$ cat config.mk
export PLATFORM = sky130hd
export DESIGN_NAME = rtccal_top
export DESIGN_NICKNAME = d
export VERILOG_FILES = /design/src/logic/rtccal_top.v /design/src/logic/rtccal_sync.v /design/src/logic/rtccal_drift.v
export VERILOG_INCLUDE_DIRS = /design/src /design/src/logic
export SDC_FILE = /design/constraint.sdc
export NUM_CORES = 1
export LEC_CHECK = 0
export BUFFER_PORTS_ARGS = -buffer_cell sky130_fd_sc_hd__clkbuf_2
export CORE_ASPECT_RATIO = 0.75
export CORE_UTILIZATION = 40
export DETAILED_ROUTE_END_ITERATION = 10
export GPL_TIMING_DRIVEN = 0
export PLACE_DENSITY = 0.55
export REMOVE_ABC_BUFFERS = 1
export SYNTH_ARGS = -nofsm -noshare
export SYNTH_HDL_FRONTEND = slang
export SYNTH_SLANG_ARGS = --single-unit
$ cat constraint.sdc
create_clock -name clk -period 4.3 [get_ports clk]
set_clock_uncertainty 0.15 [all_clocks]
set_input_delay 0.215 -clock clk [delete_from_list [all_inputs] [get_ports clk]]
set_output_delay 0.215 -clock clk [all_outputs]
set_load 0.005 [all_outputs]
$ cat src/logic/rtccal_defines.vh
// register map, field positions and reset values of the clock calibration and alarm block
`ifndef RTCCAL_DEFINES_VH
`define RTCCAL_DEFINES_VH

// register indices on the plain register port
`define RTCCAL_ADDR_W 4
`define RTCCAL_DATA_W 16
`define RTCCAL_ADDR_CAL 4'h0
`define RTCCAL_ADDR_PAD 4'h1
`define RTCCAL_ADDR_ACFG 4'h2
`define RTCCAL_ADDR_AWIN 4'h3
`define RTCCAL_ADDR_MINUTES_SECONDS_VALUE 4'h4
`define RTCCAL_ADDR_ISTAT 4'h5
`define RTCCAL_ADDR_IMASK 4'h6
`define RTCCAL_ADDR_TBCTL 4'h7

// rtc_calibration_config fields
`define RTCCAL_CAL_EN 15
`define RTCCAL_CAL_UNLOCK 13
`define RTCCAL_CAL_HALF 11
`define RTCCAL_CAL_OE 10
`define RTCCAL_CAL_VPTR 9:8
`define RTCCAL_CAL_DRIFT 7:0
`define RTCCAL_CAL_SIGN 7

// pad_configuration fields
`define RTCCAL_PAD_TWDEL 4
`define RTCCAL_PAD_OCTRIS 3
`define RTCCAL_PAD_SEL 2:1

// alarm_config_repeat fields
`define RTCCAL_ACFG_EN 15
`define RTCCAL_ACFG_ALARM_ROLLOVER_REPEAT 14
`define RTCCAL_ACFG_MASK 13:10
`define RTCCAL_ACFG_PTR 9:8
`define RTCCAL_ACFG_RPT 7:0

// byte halves of 16-bit words
`define RTCCAL_HI 15:8
`define RTCCAL_LO 7:0

// clock pin output select codes
`define RTCCAL_OSEL_ALARM 2'b00
`define RTCCAL_OSEL_SECS 2'b01
`define RTCCAL_OSEL_SRC 2'b10

// alarm interval mask codes
`define RTCCAL_AM_HALF_SECOND_FLAG 4'h0
`define RTCCAL_AM_SEC 4'h1
`define RTCCAL_AM_10SEC 4'h2
`define RTCCAL_AM_MIN 4'h3
`define RTCCAL_AM_10MIN 4'h4
`define RTCCAL_AM_LAST 4'h9

// interrupt status bits
`define RTCCAL_IRQ_W 3
`define RTCCAL_IRQ_ALARM 0
`define RTCCAL_IRQ_SEC 1
`define RTCCAL_IRQ_MIN 2

// reset values
`define RTCCAL_RST_BYTE 8'h00
`define RTCCAL_RST_PTR 2'b00
`define RTCCAL_RST_MASK 4'h0
`define RTCCAL_RST_IRQ 3'h0
`define RTCCAL_RST_WORD 16'h0000

// calibration: each code step is four timebase pulses
`define RTCCAL_STEP_SHIFT 2
`define RTCCAL_ADJ_W 10

// bcd limits and alarm window layout
`define RTCCAL_BCD_NINE 4'h9
`define RTCCAL_BCD_FIVE 3'h5
`define RTCCAL_PTR_NONE 2'b11
`define RTCCAL_WIN_HI_BASE 3'h3
`define RTCCAL_ALM_SEC 0
`define RTCCAL_ALM_MIN 3

`endif

$ cat src/logic/rtccal_top.v
// calibration, clock pin select and alarm configuration of the real time clock calendar
`timescale 1ns/10ps
`default_nettype none
`include "rtccal_defines.vh"
module rtccal_top #(
    parameter TICKS_PER_SEC = 32768,
    parameter CNT_W = 15
) (
    input wire clk,
    input wire arst_n,
    input wire por_arst_n,
    input wire low_power_rc_oscillator_clk_pin,
    input wire secondary_oscillator_clk_pin,
    input wire [`RTCCAL_ADDR_W-1:0] reg_addr,
    input wire [`RTCCAL_DATA_W-1:0] reg_wdata,
    input wire reg_wr,
    input wire reg_rd,
    output reg [`RTCCAL_DATA_W-1:0] reg_rdata_ff,
    output reg irq_ff,
    output reg clock_pin_out_ff,
    output reg clock_pin_oe_ff
);
    localparam [31:0] TOP_FULL = TICKS_PER_SEC - 1;
    localparam [31:0] HALF_FULL = TICKS_PER_SEC / 2;
    localparam [CNT_W-1:0] PRESC_TOP = TOP_FULL[CNT_W-1:0];
    localparam [CNT_W-1:0] PRESC_HALF = HALF_FULL[CNT_W-1:0];

    // calibration and configuration state (power-on reset only)
    reg module_enable_bit_ff;
    reg value_write_unlock_ff;
    reg out_enable_ff;
    reg [1:0] value_ptr_ff;
    reg [7:0] cal_ff;
    // pad configuration and own control
    reg twowire_input_delay_select_ff;
    reg compare_output_tristate_ff;
    reg [1:0] clock_pin_output_select_ff;
    reg timebase_source_select_ff;
    // alarm configuration
    reg alarm_enable_bit_ff;
    reg alarm_rollover_repeat_ff;
    reg [3:0] alarm_interval_mask_ff;
    reg [1:0] alarm_window_pointer_ff;
    reg [7:0] alarm_repeat_count_ff;
    reg [7:0] alm_val_ff [0:5];
    reg alarm_pulse_ff;
    // timebase and time of day
    reg src_prev_ff;
    reg [CNT_W-1:0] presc_ff;
    reg [3:0] sec_one_ff;
    reg [2:0] sec_ten_ff;
    reg [3:0] min_one_ff;
    reg [2:0] min_ten_ff;
    reg sec_tick_d_ff;
    reg half_tick_d_ff;
    reg [`RTCCAL_IRQ_W-1:0] irq_stat_ff;
    reg [`RTCCAL_IRQ_W-1:0] irq_mask_ff;

    wire [1:0] pins_sync;
    wire adj_tick;
    wire src_clk;
    wire raw_tick;
    wire sec_tick;
    wire half_tick;
    wire minute_pulse;
    wire half_second_flag;
    wire wr_cal;
    wire wr_pad;
    wire wr_acfg;
    wire wr_minutes_seconds_value;
    wire win_access;
    wire ptr_valid;
    wire [2:0] idx_lo;
    wire [2:0] idx_hi;
    reg alarm_hit;
    reg [`RTCCAL_IRQ_W-1:0] nxt_irq_stat;
    reg nxt_pin;
    reg [`RTCCAL_DATA_W-1:0] nxt_rdata;
    integer i;

    // oscillator pins are asynchronous to clk
    rtccal_sync #(.W(2)) u_pin_sync (
        .clk(clk),
        .arst_n(arst_n),
        .async_in({secondary_oscillator_clk_pin, low_power_rc_oscillator_clk_pin}),
        .sync_ff(pins_sync)
    );

    assign src_clk = timebase_source_select_ff ? pins_sync[1] : pins_sync[0];
    assign raw_tick = src_clk & ~src_prev_ff & module_enable_bit_ff;

    rtccal_drift u_drift (
        .clk(clk),
        .arst_n(arst_n),
        .raw_tick(raw_tick),
        .minute_pulse(minute_pulse),
        .cal(cal_ff),
        .adj_tick_ff(adj_tick)
    );

    // register port decode
    assign wr_cal = reg_wr && (reg_addr == `RTCCAL_ADDR_CAL);
    assign wr_pad = reg_wr && (reg_addr == `RTCCAL_ADDR_PAD);
    assign wr_acfg = reg_wr && (reg_addr == `RTCCAL_ADDR_ACFG);
    assign wr_minutes_seconds_value = reg_wr && (reg_addr == `RTCCAL_ADDR_MINUTES_SECONDS_VALUE);
    assign win_access = (reg_wr || reg_rd) && (reg_addr == `RTCCAL_ADDR_AWIN);
    assign ptr_valid = (alarm_window_pointer_ff != `RTCCAL_PTR_NONE);
    assign idx_lo = {1'b0, alarm_window_pointer_ff};
    assign idx_hi = idx_lo + `RTCCAL_WIN_HI_BASE;

    assign sec_tick = adj_tick && (presc_ff == PRESC_TOP);
    assign half_tick = adj_tick && (presc_ff == PRESC_HALF - 1'b1);
    assign minute_pulse = sec_tick && (sec_ten_ff == `RTCCAL_BCD_FIVE) && (sec_one_ff == `RTCCAL_BCD_NINE);
    assign half_second_flag = (presc_ff >= PRESC_HALF);

    // only the power-on reset clears this group; arst_n leaves it alone
    always @(posedge clk or negedge por_arst_n) begin
        if (!por_arst_n) begin
            module_enable_bit_ff <= 1'b0;
            value_write_unlock_ff <= 1'b0;
            out_enable_ff <= 1'b0;
            value_ptr_ff <= `RTCCAL_RST_PTR;
            cal_ff <= `RTCCAL_RST_BYTE;
        end else if (wr_cal) begin
            if (value_write_unlock_ff) begin
                module_enable_bit_ff <= reg_wdata[`RTCCAL_CAL_EN];
            end
            value_write_unlock_ff <= reg_wdata[`RTCCAL_CAL_UNLOCK];
            out_enable_ff <= reg_wdata[`RTCCAL_CAL_OE];
            value_ptr_ff <= reg_wdata[`RTCCAL_CAL_VPTR];
            cal_ff <= reg_wdata[`RTCCAL_CAL_DRIFT];
        end
    end

    // pad configuration and timebase source select
    always @(posedge clk or negedge arst_n) begin
        if (!arst_n) begin
            twowire_input_delay_select_ff <= 1'b0;
            compare_output_tristate_ff <= 1'b0;
            clock_pin_output_select_ff <= `RTCCAL_OSEL_ALARM;
            timebase_source_select_ff <= 1'b0;
        end else begin
            if (wr_pad) begin
                twowire_input_delay_select_ff <= reg_wdata[`RTCCAL_PAD_TWDEL];
                compare_output_tristate_ff <= reg_wdata[`RTCCAL_PAD_OCTRIS];
                clock_pin_output_select_ff <= reg_wdata[`RTCCAL_PAD_SEL];
            end
            if (reg_wr && (reg_addr == `RTCCAL_ADDR_TBCTL)) begin
                timebase_source_select_ff <= reg_wdata[0];
            end
        end
    end

    // prescaler and bcd minutes/seconds; a software load wins over a tick
    always @(posedge clk or negedge arst_n) begin
        if (!arst_n) begin
            src_prev_ff <= 1'b0;
            presc_ff <= {CNT_W{1'b0}};
            sec_one_ff <= 4'h0;
            sec_ten_ff <= 3'h0;
            min_one_ff <= 4'h0;
            min_ten_ff <= 3'h0;
            sec_tick_d_ff <= 1'b0;
            half_tick_d_ff <= 1'b0;
        end else begin
            src_prev_ff <= src_clk;
            sec_tick_d_ff <= sec_tick;
            half_tick_d_ff <= half_tick;
            if (wr_minutes_seconds_value) begin
                presc_ff <= {CNT_W{1'b0}}; // restart second clears the half flag
            end else if (sec_tick) begin
                presc_ff <= {CNT_W{1'b0}};
            end else if (adj_tick) begin
                presc_ff <= presc_ff + 1'b1;
            end
            if (wr_minutes_seconds_value && value_write_unlock_ff) begin
                sec_one_ff <= reg_wdata[3:0];
                sec_ten_ff <= reg_wdata[6:4];
                min_one_ff <= reg_wdata[11:8];
                min_ten_ff <= reg_wdata[14:12];
            end else if (sec_tick) begin
                if (sec_one_ff != `RTCCAL_BCD_NINE) begin
                    sec_one_ff <= sec_one_ff + 1'b1;
                end else begin
                    sec_one_ff <= 4'h0;
                    sec_ten_ff <= (sec_ten_ff == `RTCCAL_BCD_FIVE) ? 3'h0 : sec_ten_ff + 1'b1;
                    if (sec_ten_ff == `RTCCAL_BCD_FIVE) begin
                        min_one_ff <= (min_one_ff == `RTCCAL_BCD_NINE) ? 4'h0 : min_one_ff + 1'b1;
                        if (min_one_ff == `RTCCAL_BCD_NINE) begin
                            min_ten_ff <= (min_ten_ff == `RTCCAL_BCD_FIVE) ? 3'h0 : min_ten_ff + 1'b1;
                        end
                    end
                end
            end
        end
    end

    // alarm match, judged one cycle after the tick so the counters already hold the new time;
    // interval codes 5 to 9 only compare minutes and seconds, as hours are not kept here; codes above 9 never match
    always @* begin
        alarm_hit = 1'b0;
        case (alarm_interval_mask_ff)
            `RTCCAL_AM_HALF_SECOND_FLAG: alarm_hit = sec_tick_d_ff | half_tick_d_ff;
            `RTCCAL_AM_SEC: alarm_hit = sec_tick_d_ff;
            `RTCCAL_AM_10SEC: alarm_hit = sec_tick_d_ff && (sec_one_ff == 4'h0);
            `RTCCAL_AM_MIN: alarm_hit = sec_tick_d_ff && ({sec_ten_ff, sec_one_ff} == 7'h00);
            `RTCCAL_AM_10MIN: alarm_hit = sec_tick_d_ff && ({min_one_ff, sec_ten_ff, sec_one_ff} == 11'h000);
            default: begin
                if (alarm_interval_mask_ff <= `RTCCAL_AM_LAST) begin
                    alarm_hit = sec_tick_d_ff
                        && ({1'b0, sec_ten_ff, sec_one_ff} == alm_val_ff[`RTCCAL_ALM_SEC])
                        && ({1'b0, min_ten_ff, min_one_ff} == alm_val_ff[`RTCCAL_ALM_MIN]);
                end
            end
        endcase
    end

    // alarm configuration, window pointer, repeat count and alarm values
    always @(posedge clk or negedge arst_n) begin
        if (!arst_n) begin
            alarm_enable_bit_ff <= 1'b0;
            alarm_rollover_repeat_ff <= 1'b0;
            alarm_interval_mask_ff <= `RTCCAL_RST_MASK;
            alarm_window_pointer_ff <= `RTCCAL_RST_PTR;
            alarm_repeat_count_ff <= `RTCCAL_RST_BYTE;
            alarm_pulse_ff <= 1'b0;
            for (i = 0; i < 6; i = i + 1) begin
                alm_val_ff[i] <= `RTCCAL_RST_BYTE;
            end
        end else if (wr_acfg) begin
            alarm_enable_bit_ff <= reg_wdata[`RTCCAL_ACFG_EN];
            alarm_rollover_repeat_ff <= reg_wdata[`RTCCAL_ACFG_ALARM_ROLLOVER_REPEAT];
            alarm_interval_mask_ff <= reg_wdata[`RTCCAL_ACFG_MASK];
            alarm_window_pointer_ff <= reg_wdata[`RTCCAL_ACFG_PTR];
            alarm_repeat_count_ff <= reg_wdata[`RTCCAL_ACFG_RPT];
        end else begin
            if (win_access) begin
                if (reg_wr && ptr_valid) begin
                    alm_val_ff[idx_hi] <= reg_wdata[`RTCCAL_HI];
                    alm_val_ff[idx_lo] <= reg_wdata[`RTCCAL_LO];
                end
                if (alarm_window_pointer_ff != `RTCCAL_RST_PTR) begin
                    alarm_window_pointer_ff <= alarm_window_pointer_ff - 1'b1;
                end
            end
            if (alarm_enable_bit_ff && alarm_hit) begin
                alarm_pulse_ff <= ~alarm_pulse_ff;
                alarm_repeat_count_ff <= alarm_repeat_count_ff - 1'b1; // wraps to ff under rollover
                if (alarm_repeat_count_ff == `RTCCAL_RST_BYTE && !alarm_rollover_repeat_ff) begin
                    alarm_enable_bit_ff <= 1'b0; // last repeat done
                    alarm_repeat_count_ff <= `RTCCAL_RST_BYTE;
                end
            end
        end
    end

    // sticky status: an event in the clearing cycle survives the write-one-to-clear
    always @* begin
        nxt_irq_stat = irq_stat_ff;
        if (reg_wr && (reg_addr == `RTCCAL_ADDR_ISTAT)) begin
            nxt_irq_stat = irq_stat_ff & ~reg_wdata[`RTCCAL_IRQ_W-1:0];
        end
        nxt_irq_stat[`RTCCAL_IRQ_ALARM] = nxt_irq_stat[`RTCCAL_IRQ_ALARM] | (alarm_enable_bit_ff & alarm_hit);
        nxt_irq_stat[`RTCCAL_IRQ_SEC] = nxt_irq_stat[`RTCCAL_IRQ_SEC] | sec_tick;
        nxt_irq_stat[`RTCCAL_IRQ_MIN] = nxt_irq_stat[`RTCCAL_IRQ_MIN] | minute_pulse;
    end

    // clock pin source select; reserved code drives low
    always @* begin
        case (clock_pin_output_select_ff)
            `RTCCAL_OSEL_ALARM: nxt_pin = alarm_pulse_ff;
            `RTCCAL_OSEL_SECS: nxt_pin = ~half_second_flag;
            `RTCCAL_OSEL_SRC: nxt_pin = src_clk;
            default: nxt_pin = 1'b0;
        endcase
    end

    // read mux; unimplemented bits are zero
    always @* begin
        nxt_rdata = `RTCCAL_RST_WORD;
        case (reg_addr)
            `RTCCAL_ADDR_CAL: begin
                nxt_rdata[`RTCCAL_CAL_EN] = module_enable_bit_ff;
                nxt_rdata[`RTCCAL_CAL_UNLOCK] = value_write_unlock_ff;
                nxt_rdata[`RTCCAL_CAL_HALF] = half_second_flag;
                nxt_rdata[`RTCCAL_CAL_OE] = out_enable_ff;
                nxt_rdata[`RTCCAL_CAL_VPTR] = value_ptr_ff;
                nxt_rdata[`RTCCAL_CAL_DRIFT] = cal_ff;
            end
            `RTCCAL_ADDR_PAD: begin
                nxt_rdata[`RTCCAL_PAD_TWDEL] = twowire_input_delay_select_ff;
                nxt_rdata[`RTCCAL_PAD_OCTRIS] = compare_output_tristate_ff;
                nxt_rdata[`RTCCAL_PAD_SEL] = clock_pin_output_select_ff;
            end
            `RTCCAL_ADDR_ACFG: begin
                nxt_rdata = {alarm_enable_bit_ff, alarm_rollover_repeat_ff, alarm_interval_mask_ff,
                             alarm_window_pointer_ff, alarm_repeat_count_ff};
            end
            `RTCCAL_ADDR_AWIN: begin
                if (ptr_valid) begin
                    nxt_rdata = {alm_val_ff[idx_hi], alm_val_ff[idx_lo]};
                end
            end
            `RTCCAL_ADDR_MINUTES_SECONDS_VALUE: nxt_rdata = {1'b0, min_ten_ff, min_one_ff, 1'b0, sec_ten_ff, sec_one_ff};
            `RTCCAL_ADDR_ISTAT: nxt_rdata[`RTCCAL_IRQ_W-1:0] = irq_stat_ff;
            `RTCCAL_ADDR_IMASK: nxt_rdata[`RTCCAL_IRQ_W-1:0] = irq_mask_ff;
            `RTCCAL_ADDR_TBCTL: nxt_rdata[0] = timebase_source_select_ff;
            default: nxt_rdata = `RTCCAL_RST_WORD;
        endcase
    end

    // output registers, interrupt status and mask
    always @(posedge clk or negedge arst_n) begin
        if (!arst_n) begin
            irq_stat_ff <= `RTCCAL_RST_IRQ;
            irq_mask_ff <= `RTCCAL_RST_IRQ;
            irq_ff <= 1'b0;
            reg_rdata_ff <= `RTCCAL_RST_WORD;
            clock_pin_out_ff <= 1'b0;
            clock_pin_oe_ff <= 1'b0;
        end else begin
            irq_stat_ff <= nxt_irq_stat;
            if (reg_wr && (reg_addr == `RTCCAL_ADDR_IMASK)) begin
                irq_mask_ff <= reg_wdata[`RTCCAL_IRQ_W-1:0];
            end
            irq_ff <= |(nxt_irq_stat & irq_mask_ff);
            reg_rdata_ff <= reg_rd ? nxt_rdata : `RTCCAL_RST_WORD;
            clock_pin_out_ff <= out_enable_ff & module_enable_bit_ff & nxt_pin;
            clock_pin_oe_ff <= out_enable_ff & module_enable_bit_ff;
        end
    end
endmodule // rtccal_top
`default_nettype wire

$ cat src/logic/rtccal_sync.v
// two-stage synchroniser for asynchronous pin levels
`timescale 1ns/10ps
`default_nettype none
module rtccal_sync #(
    parameter W = 2
) (
    input wire clk,
    input wire arst_n,
    input wire [W-1:0] async_in,
    output reg [W-1:0] sync_ff
);
    reg [W-1:0] meta_ff;

    // first stage feeds only the second stage
    always @(posedge clk or negedge arst_n) begin
        if (!arst_n) begin
            meta_ff <= {W{1'b0}};
            sync_ff <= {W{1'b0}};
        end else begin
            meta_ff <= async_in;
            sync_ff <= meta_ff;
        end
    end
endmodule // rtccal_sync
`default_nettype wire

$ cat src/logic/rtccal_drift.v
// drift calibration: inserts or swallows timebase pulses once per minute
`timescale 1ns/10ps
`default_nettype none
`include "rtccal_defines.vh"
module rtccal_drift (
    input wire clk,
    input wire arst_n,
    input wire raw_tick,
    input wire minute_pulse,
    input wire [7:0] cal,
    output reg adj_tick_ff
);
    reg [`RTCCAL_ADJ_W-1:0] pending_ff;
    reg neg_ff;
    wire [7:0] mag;
    wire [`RTCCAL_ADJ_W-1:0] load_val;

    // two's complement magnitude; 8'h80 gives 128, so 512 pulses fit in ten bits
    assign mag = cal[`RTCCAL_CAL_SIGN] ? (~cal + 8'h01) : cal;
    assign load_val = {mag, {`RTCCAL_STEP_SHIFT{1'b0}}};

    // an extra pulse is slotted into an idle cycle; raw ticks are far slower than clk
    always @(posedge clk or negedge arst_n) begin
        if (!arst_n) begin
            pending_ff <= {`RTCCAL_ADJ_W{1'b0}};
            neg_ff <= 1'b0;
            adj_tick_ff <= 1'b0;
        end else if (minute_pulse) begin
            pending_ff <= load_val;
            neg_ff <= cal[`RTCCAL_CAL_SIGN];
            adj_tick_ff <= raw_tick;
        end else if (pending_ff != {`RTCCAL_ADJ_W{1'b0}} && neg_ff && raw_tick) begin
            pending_ff <= pending_ff - 1'b1; // swallow one pulse
            adj_tick_ff <= 1'b0;
        end else if (pending_ff != {`RTCCAL_ADJ_W{1'b0}} && !neg_ff && !raw_tick) begin
            pending_ff <= pending_ff - 1'b1; // insert one pulse
            adj_tick_ff <= 1'b1;
        end else begin
            adj_tick_ff <= raw_tick;
        end
    end
endmodule // rtccal_drift
`default_nettype wire

Word level (Yosys, flattened, before mapping)
Cells that the tools add are included.
{"block": "word_totals", "ff_bits": 156, "inputBits": 27, "out_inout_bits": 19, "elab_cells": 221}
{"block": "classes", "n_addsub": 10, "n_lt_le_gt_ge": 6, "n_eq_ne": 24, "muxes": 64, "bitwise_logic": 19, "n_reduce_logical": 58}
{"operator": "48-bit bitwise mux", "count": 2}
{"operator": "8-bit two-way mux", "count": 10}
{"operator": "8-bit binary-select mux with 3-bit select", "count": 2}
{"operator": "8-bit demux with 3-bit select", "count": 2}
{"operator": "15-bit two-way mux", "count": 3}
{"operator": "3-bit two-way mux", "count": 11}
{"operator": "16-bit two-way mux", "count": 2}
{"operator": "4-bit two-way mux", "count": 8}
{"operator": "10-bit two-way mux", "count": 3}
{"operator": "7-bit case mux with 4 select lines", "count": 1}
{"operator": "1-bit logical AND", "count": 27}
{"operator": "4-bit by 3-bit == test with 1-bit output (second input constant)", "count": 5}
{"operator": "4-bit by 2-bit == test with 1-bit output (second input constant)", "count": 4}
{"operator": "7-bit by 8-bit == test with 1-bit output", "count": 2}
{"operator": "2-bit nonzero test", "count": 8}
{"operator": "15-bit by 1-bit adder with 15-bit output (second input constant)", "count": 1}
{"operator": "15-bit by 14-bit == test with 1-bit output (second input constant)", "count": 1}
{"operator": "15-bit == test (second input constant)", "count": 1}
{"operator": "15-bit >= comparator (second input constant)", "count": 1}
{"operator": "2-bit case mux with 7 select lines", "count": 1}
{"operator": "4-bit logical NOT", "count": 3}
{"operator": "1-bit case mux with 3 select lines", "count": 4}
{"operator": "11-bit logical NOT", "count": 1}
{"operator": "2-bit case mux with 5 select lines", "count": 1}
{"operator": "41 further kinds", "count": 77}

Longest topological paths before layout
{"block": "depth", "word_depth": 9, "mapped_depth": 12, "mapped_depth_nobuf": 8}

Modules after synthesis
Synthesis repeated with hierarchy kept, for this count alone.
{"block": "unflattened", "hier_cells": 898, "hier_area_um2": 8582.0}
{"module": "rtccal_top", "instances": 1, "cells_each": 806, "area_per_inst_um2": 7649.8, "seq_area_each_um2": 3503.4}
{"module": "rtccal_drift", "instances": 1, "cells_each": 88, "area_per_inst_um2": 832.0, "seq_area_each_um2": 300.3}
{"module": "rtccal_sync", "instances": 1, "cells_each": 4, "area_per_inst_um2": 100.1, "seq_area_each_um2": 100.1}

Worst setup path after synthesis
No wires, ideal clock.
{"block": "synth_path", "path_type": "register to register", "startpoint": "reg alarm_window_pointer_ff[0]", "endpoint": "reg alm_val_ff[32] (netlist bit)", "setup_time_ps": 84, "t_arrival_ps": 3297, "required_ps": 4066, "path_slack_ps": 768, "stages_incl_launch_ff": 11, "path_buffers": 4, "period_less_slack_ps": 3532, "cell_sequence": "dfrtp_1 -> buf_2 -> clkbuf_1 -> clkbuf_1 -> inv_1 -> ha_1 -> clkbuf_1 -> inv_1 -> nor4b_1 -> a22oi_1 -> o21ai_0"}
{"block": "synth_via", "elab_chain_cells": 8, "elab_cells_between_ends": 18, "classes_between": "1 x add/sub; 4 x order compare; 1 x eq/ne; 6 x mux; 2 x bitwise; 4 x reduce/logical"}
{"element": "start, declared", "line": "rtccal_top.v:43", "source": "reg [1:0] alarm_window_pointer_ff;"}
{"element": "start signal, assigned", "line": "rtccal_top.v:224", "source": "alarm_window_pointer_ff <= `RTCCAL_RST_PTR;"}
{"element": "start signal, assigned", "line": "rtccal_top.v:234", "source": "alarm_window_pointer_ff <= reg_wdata[`RTCCAL_ACFG_PTR];"}
{"element": "start signal, assigned", "line": "rtccal_top.v:243", "source": "alarm_window_pointer_ff <= alarm_window_pointer_ff - 1'b1;"}
{"element": "2-bit by 2-bit adder with 3-bit output (no line)"}
{"element": "3-bit NOT with 4-bit output", "line": "rtccal_top.v:239", "source": "alm_val_ff[idx_hi] <= reg_wdata[`RTCCAL_HI];"}
{"element": "4-bit >= comparator or 4-bit by 1-bit < comparator with 1-bit output (tied branches)", "line": "rtccal_top.v:239"}
{"element": "1-bit logical AND", "line": "rtccal_top.v:239"}
{"element": "8-bit two-way mux", "line": "rtccal_top.v:239"}
{"element": "8-bit demux with 3-bit select", "line": "rtccal_top.v:239"}
{"element": "48-bit bitwise mux", "line": "rtccal_top.v:239"}
{"element": "48-bit bitwise mux", "line": "rtccal_top.v:240", "source": "alm_val_ff[idx_lo] <= reg_wdata[`RTCCAL_LO];"}
{"element": "end signal, assigned by index", "line": "rtccal_top.v:228", "source": "alm_val_ff[i] <= `RTCCAL_RST_BYTE;"}
{"element": "end signal, assigned by index", "line": "rtccal_top.v:239"}
{"element": "end signal, assigned by index", "line": "rtccal_top.v:240"}
{"element": "end, declared", "line": "rtccal_top.v:45", "source": "reg [7:0] alm_val_ff [0:5];"}
Parallel ways exist; a longest one is shown, timed or not.
A chain may end at the register's enable or synchronous reset.

Final worst setup path
{"block": "layout_path", "startpoint": "reg alarm_window_pointer_ff[0]", "endpoint": "reg alm_val_ff[15] (netlist bit)"}
The elaborated chain is that of the path after synthesis.

==> summary.txt <==
Worst setup path
  • Critical Path Fanout Max: 30
  • Critical Path Start Type: flip-flop
  • Count of cells along the worst register-to-register path: 4
  • Slowest cell on crit path: sky130_fd_sc_hd__nor4_4
  • CP Capture Type: flip-flop
  • Worst R2R End: alm_val_ff[15]
  • Worst setup path class: reg2reg
  • Cell breakdown of the critical path: ha_1 > nor4_4 > nand3_2 > mux2_1
  • Delay of the slowest cell on the worst path: 0.94 ns
  • Critical path data required time: around 4.5 ns
  • Data arrival time of the critical path: 3.88 ns
  • Source of the worst register-to-register timing path: alarm_window_pointer_ff[0]
  • Internal reg-to-reg setup slack: 0.58 ns

STA
  • Final period utilization: 86.5%
  • Max transition margin: 25.2%
  • Final Setup Violations: 0
  • Final worst path period need: 3.72 ns
  • Number of hold violations in the final report: 0
  • Hold_ws: 0.0237 ns
  • Measured slew at the worst slew-check pin: about 1.1 ns
  • Final Slew Violations: 0
  • Max Fclk: between 200 and 300 MHz
  • Unrepaired setup endpoints after global routing: false

Routing
  • Wire length after detailed routing: 23900 µm
  • Residual DRC: 0
  • Count of antenna-violating nets left after detailed routing: 0
  • Vias post-DR: 6630
  • Routed length per placed instance: 20.9 µm
  • Number of search-and-repair iterations in the first detailed-routing pass: 8
  • 1st-iter DRT viols: 786
  • Via density: 5.78

Floorplanning
  • Initial Util: 41.2%
  • Number of top-level pins: 46
  • Core Region: 20400 µm²
  • Total Die Area: roughly 22000 µm²
  • FP Rows: 45
  • Vertical die dimension: 127 µm
  • X dimension of the die: 169 µm

Pwr
  • Internal power summed over all cells: 3380 µW
  • Total leakage power: 0.00406 µW
  • Portion of total power attributed to combinational logic: 25.9%
  • Pwr Total: ~5200 µW
  • Power density relative to cell area: 537 nW/µm²
  • Total net switching power: 1790 µW
  • Relative contribution of the clock network to total power: 31.2%
  • Sequential Power Share: 42.9%
  • Net switching fraction of the power: 34.6%
  • Worst VDD drop: about 300 µV

Global routing
  • First-pass GRT wire length: 38200 µm
  • Overall Global Routing Usage: 23.6%
  • Vias in the first global route: between 6000 and 7000
  • Maximum number of pins on one net before global-route repair: 94
  • Grt total ovfl: 0
  • Number of antenna violations at the first check in global routing: 0

Layout
  • Ratio of cells with drive above 1 in the final layout: 20.2%
  • Area of combinational cells with multiple inputs: 4250 µm²
  • Synth-to-layout area growth: 14.7%
  • Area used by sequential logic in the layout: 3910 µm²
  • Number of fill cells in the layout: ~2000
  • Final net count: just under 900
  • Number of antenna cells inserted: 0

Hold path
  • Hold endpoint: alarm_window_pointer_ff[1]
  • Min-delay worst type: in2reg
  • Start point of the worst min-delay path: reg_wdata[9]
  • Number of cells traversed by the worst hold path: 3

Synthesis
  • Most common cell in the synthesized netlist: sky130_fd_sc_hd__dfrtp_1
  • Post-synth EDFFs: 0
  • Largest area contributor in the synthesized netlist: sky130_fd_sc_hd__dfrtp_1
  • Instance count of the mapped netlist: 821
  • Most frequent cells after synthesis: 156 x sky130_fd_sc_hd__dfrtp_1, 97 x sky130_fd_sc_hd__nand2_1, 77 x sky130_fd_sc_hd__nor2_1
  • Synthesized flop and latch total: roughly 160
  • Count of cell types in the netlist: 59
  • Share of the synthesized area in the top cell type: between 40% and 50%
  • Post-synthesis sequential area ratio: 46.5%
  • Dominant cells by area after synthesis: sky130_fd_sc_hd__dfrtp_1 47%, sky130_fd_sc_hd__mux2_2 7.5%, sky130_fd_sc_hd__mux4_2 4.6%
  • Post-synthesis cell area: 8390 µm²
  • Most instantiated flip-flop cell in the synthesis netlist: sky130_fd_sc_hd__dfrtp_1
  • FFs w/ async S/R, synth: 100%
  • Mapped Avg Cell Area: 10.2 µm²
  • Count of synthesis-stage warnings from yosys: 0

Placement
  • Gpl congestion: 0.875
  • Number of input and output port buffers inserted: 45
  • Half-perimeter wire length after detailed placement: 16700 µm

Clocking
  • Clock slew at the register clock pins of the worst setup and hold paths: 0.07 ns
  • Number of sinks driven by the clock tree: 156
  • Number of buffers created by CTS: 17
  • Largest buffer count on any clock path: 2
  • Clock Tree Root: sky130_fd_sc_hd__clkbuf_16
  • Worst-skew pair later-pin latency: approximately 0.43 ns
  • Htree depth: 4
  • CTS tree: built

Status
  • Result of the run: finished, final reports clean

Run
  • Number of violations of the max-capacitance limit: 0
==> cells in the final DEF (no fill, tap or decap), types with 19 or more instances in the layout <==
| cell type | instances |
|---|---|
| sky130_fd_sc_hd__dfrtp_1 | 155 |
| sky130_fd_sc_hd__xnor2_1 | 30 |
| sky130_fd_sc_hd__o21ai_0 | 39 |
| sky130_fd_sc_hd__nand2_1 | 97 |
| sky130_fd_sc_hd__nor2_1 | 77 |
| sky130_fd_sc_hd__inv_1 | 19 |
| sky130_fd_sc_hd__a21oi_1 | 36 |
| sky130_fd_sc_hd__mux2_2 | 56 |
| sky130_fd_sc_hd__nand3_1 | 27 |
| sky130_fd_sc_hd__clkbuf_2 | 44 |
==> registers in the layout, summed over array words and instances, names as in the netlist, 3 cells and up <==
name / cells
alarm_interval_mask_ff: 4
alarm_repeat_count_ff: 8
alm_val_ff: 48
cal_ff: 8
irq_mask_ff: 3
irq_stat_ff: 3
min_one_ff: 4
min_ten_ff: 3
presc_ff: 15
reg_rdata_ff: 16
sec_one_ff: 4
sec_ten_ff: 3
u_drift.pending_ff: 10
==> per-layer routing <==
layer	global-route usage, %	part of all wire, %	vias up
li1	-	-	3003
met1	34.6	47	3319
met2	34.0	43	272
met3	5.39	7.7	34
met4	7.42	1.9	2
met5	1.60	0.19	-
==> worst max-delay path, delay by kind of cell, from the launching register on <==
| family | cells | cell delay [ns] |
|---|---|---|
| adders and majority gates | 1 | 0.59 |
| DFF | 1 | 0.71 |
| muxes | 1 | 0.52 |
| and+or+nand+nor | 2 | 1.61 |
==> power by group through the flow <==
stage                     Combinational [µW]  Sequential (µW)  Clock [µW]
final                                   1340             2220        1610
after detailed placement                1320             2220           0
after floorplan                          970             2060           0
after global routing                    1470             2270        1690
after global placement                  1270             2210           0
after CTS                               1340             2200        1630
==> layout make-up <==
| class | instances | area share, % |
|---|---|---|
| multi-input combinational | 595 | 44.1 |
| sequential | 156 | 40.6 |
| clock buffer | 18 | 4.56 |
| timing repair buffer | 62 | 4.39 |
| tap | 282 | 3.67 |
| clock inverter | 14 | 1.91 |
| inverter | 20 | 0.780 |
==> stage by stage <==
stage	area (µm²)	setup WS, ns	cells	setup TNS [ns]	utilization (%)
after detailed placement	8880	-0.0417	1103	-0.0902	43.6
after floorplan	8180	0.868	771	0	-
after CTS	9630	0.226	1147	0	47.2
after global placement	8760	-0.646	1098	-12.77	43.0
final	9630	0.583	1147	0	47.2
after global routing	9630	0.482	1147	0	47.2
==> timing repair <==
| action | in CTS | in global routing |
|---|---|---|
| hold buffers | 12 | 0 |
| buffers inserted | 0 | 0 |
| endpoints found under the setup margin | 8 | 0 |
| resized for setup | 1 | 0 |
| hold endpoints to repair | 86 | 0 |
==> cells by family after synthesis <==
logic type / count (synthesis) / share of synthesized area (%)
and+or+nand+nor: 293 / 17.0
adders and majority gates: 12 / 1.79
muxes: 89 / 14.0
DFF: 156 / 46.5
buffers and inverters: 70 / 3.44
xor gates and xnor gates: 48 / 5.01
AOI/OAI and AO/OA: 153 / 12.2
==> worst max path at each step <==
stage / start / slack [ns] / endpoint / depth (start not counted)
floorplan: alarm_window_pointer_ff[0] / 0.87 / alm_val_ff[13] / 4
global placement: alarm_window_pointer_ff[0] / -0.65 / alm_val_ff[13] / 4
detailed placement: alarm_window_pointer_ff[0] / -0.04 / alm_val_ff[15] / 4
CTS: alarm_window_pointer_ff[0] / 0.23 / alm_val_ff[34] / 6
global route: alarm_window_pointer_ff[0] / 0.48 / alm_val_ff[37] / 6
finish: alarm_window_pointer_ff[0] / 0.58 / alm_val_ff[15] / 4
Note: power is estimated with default switching activity, not from simulation.
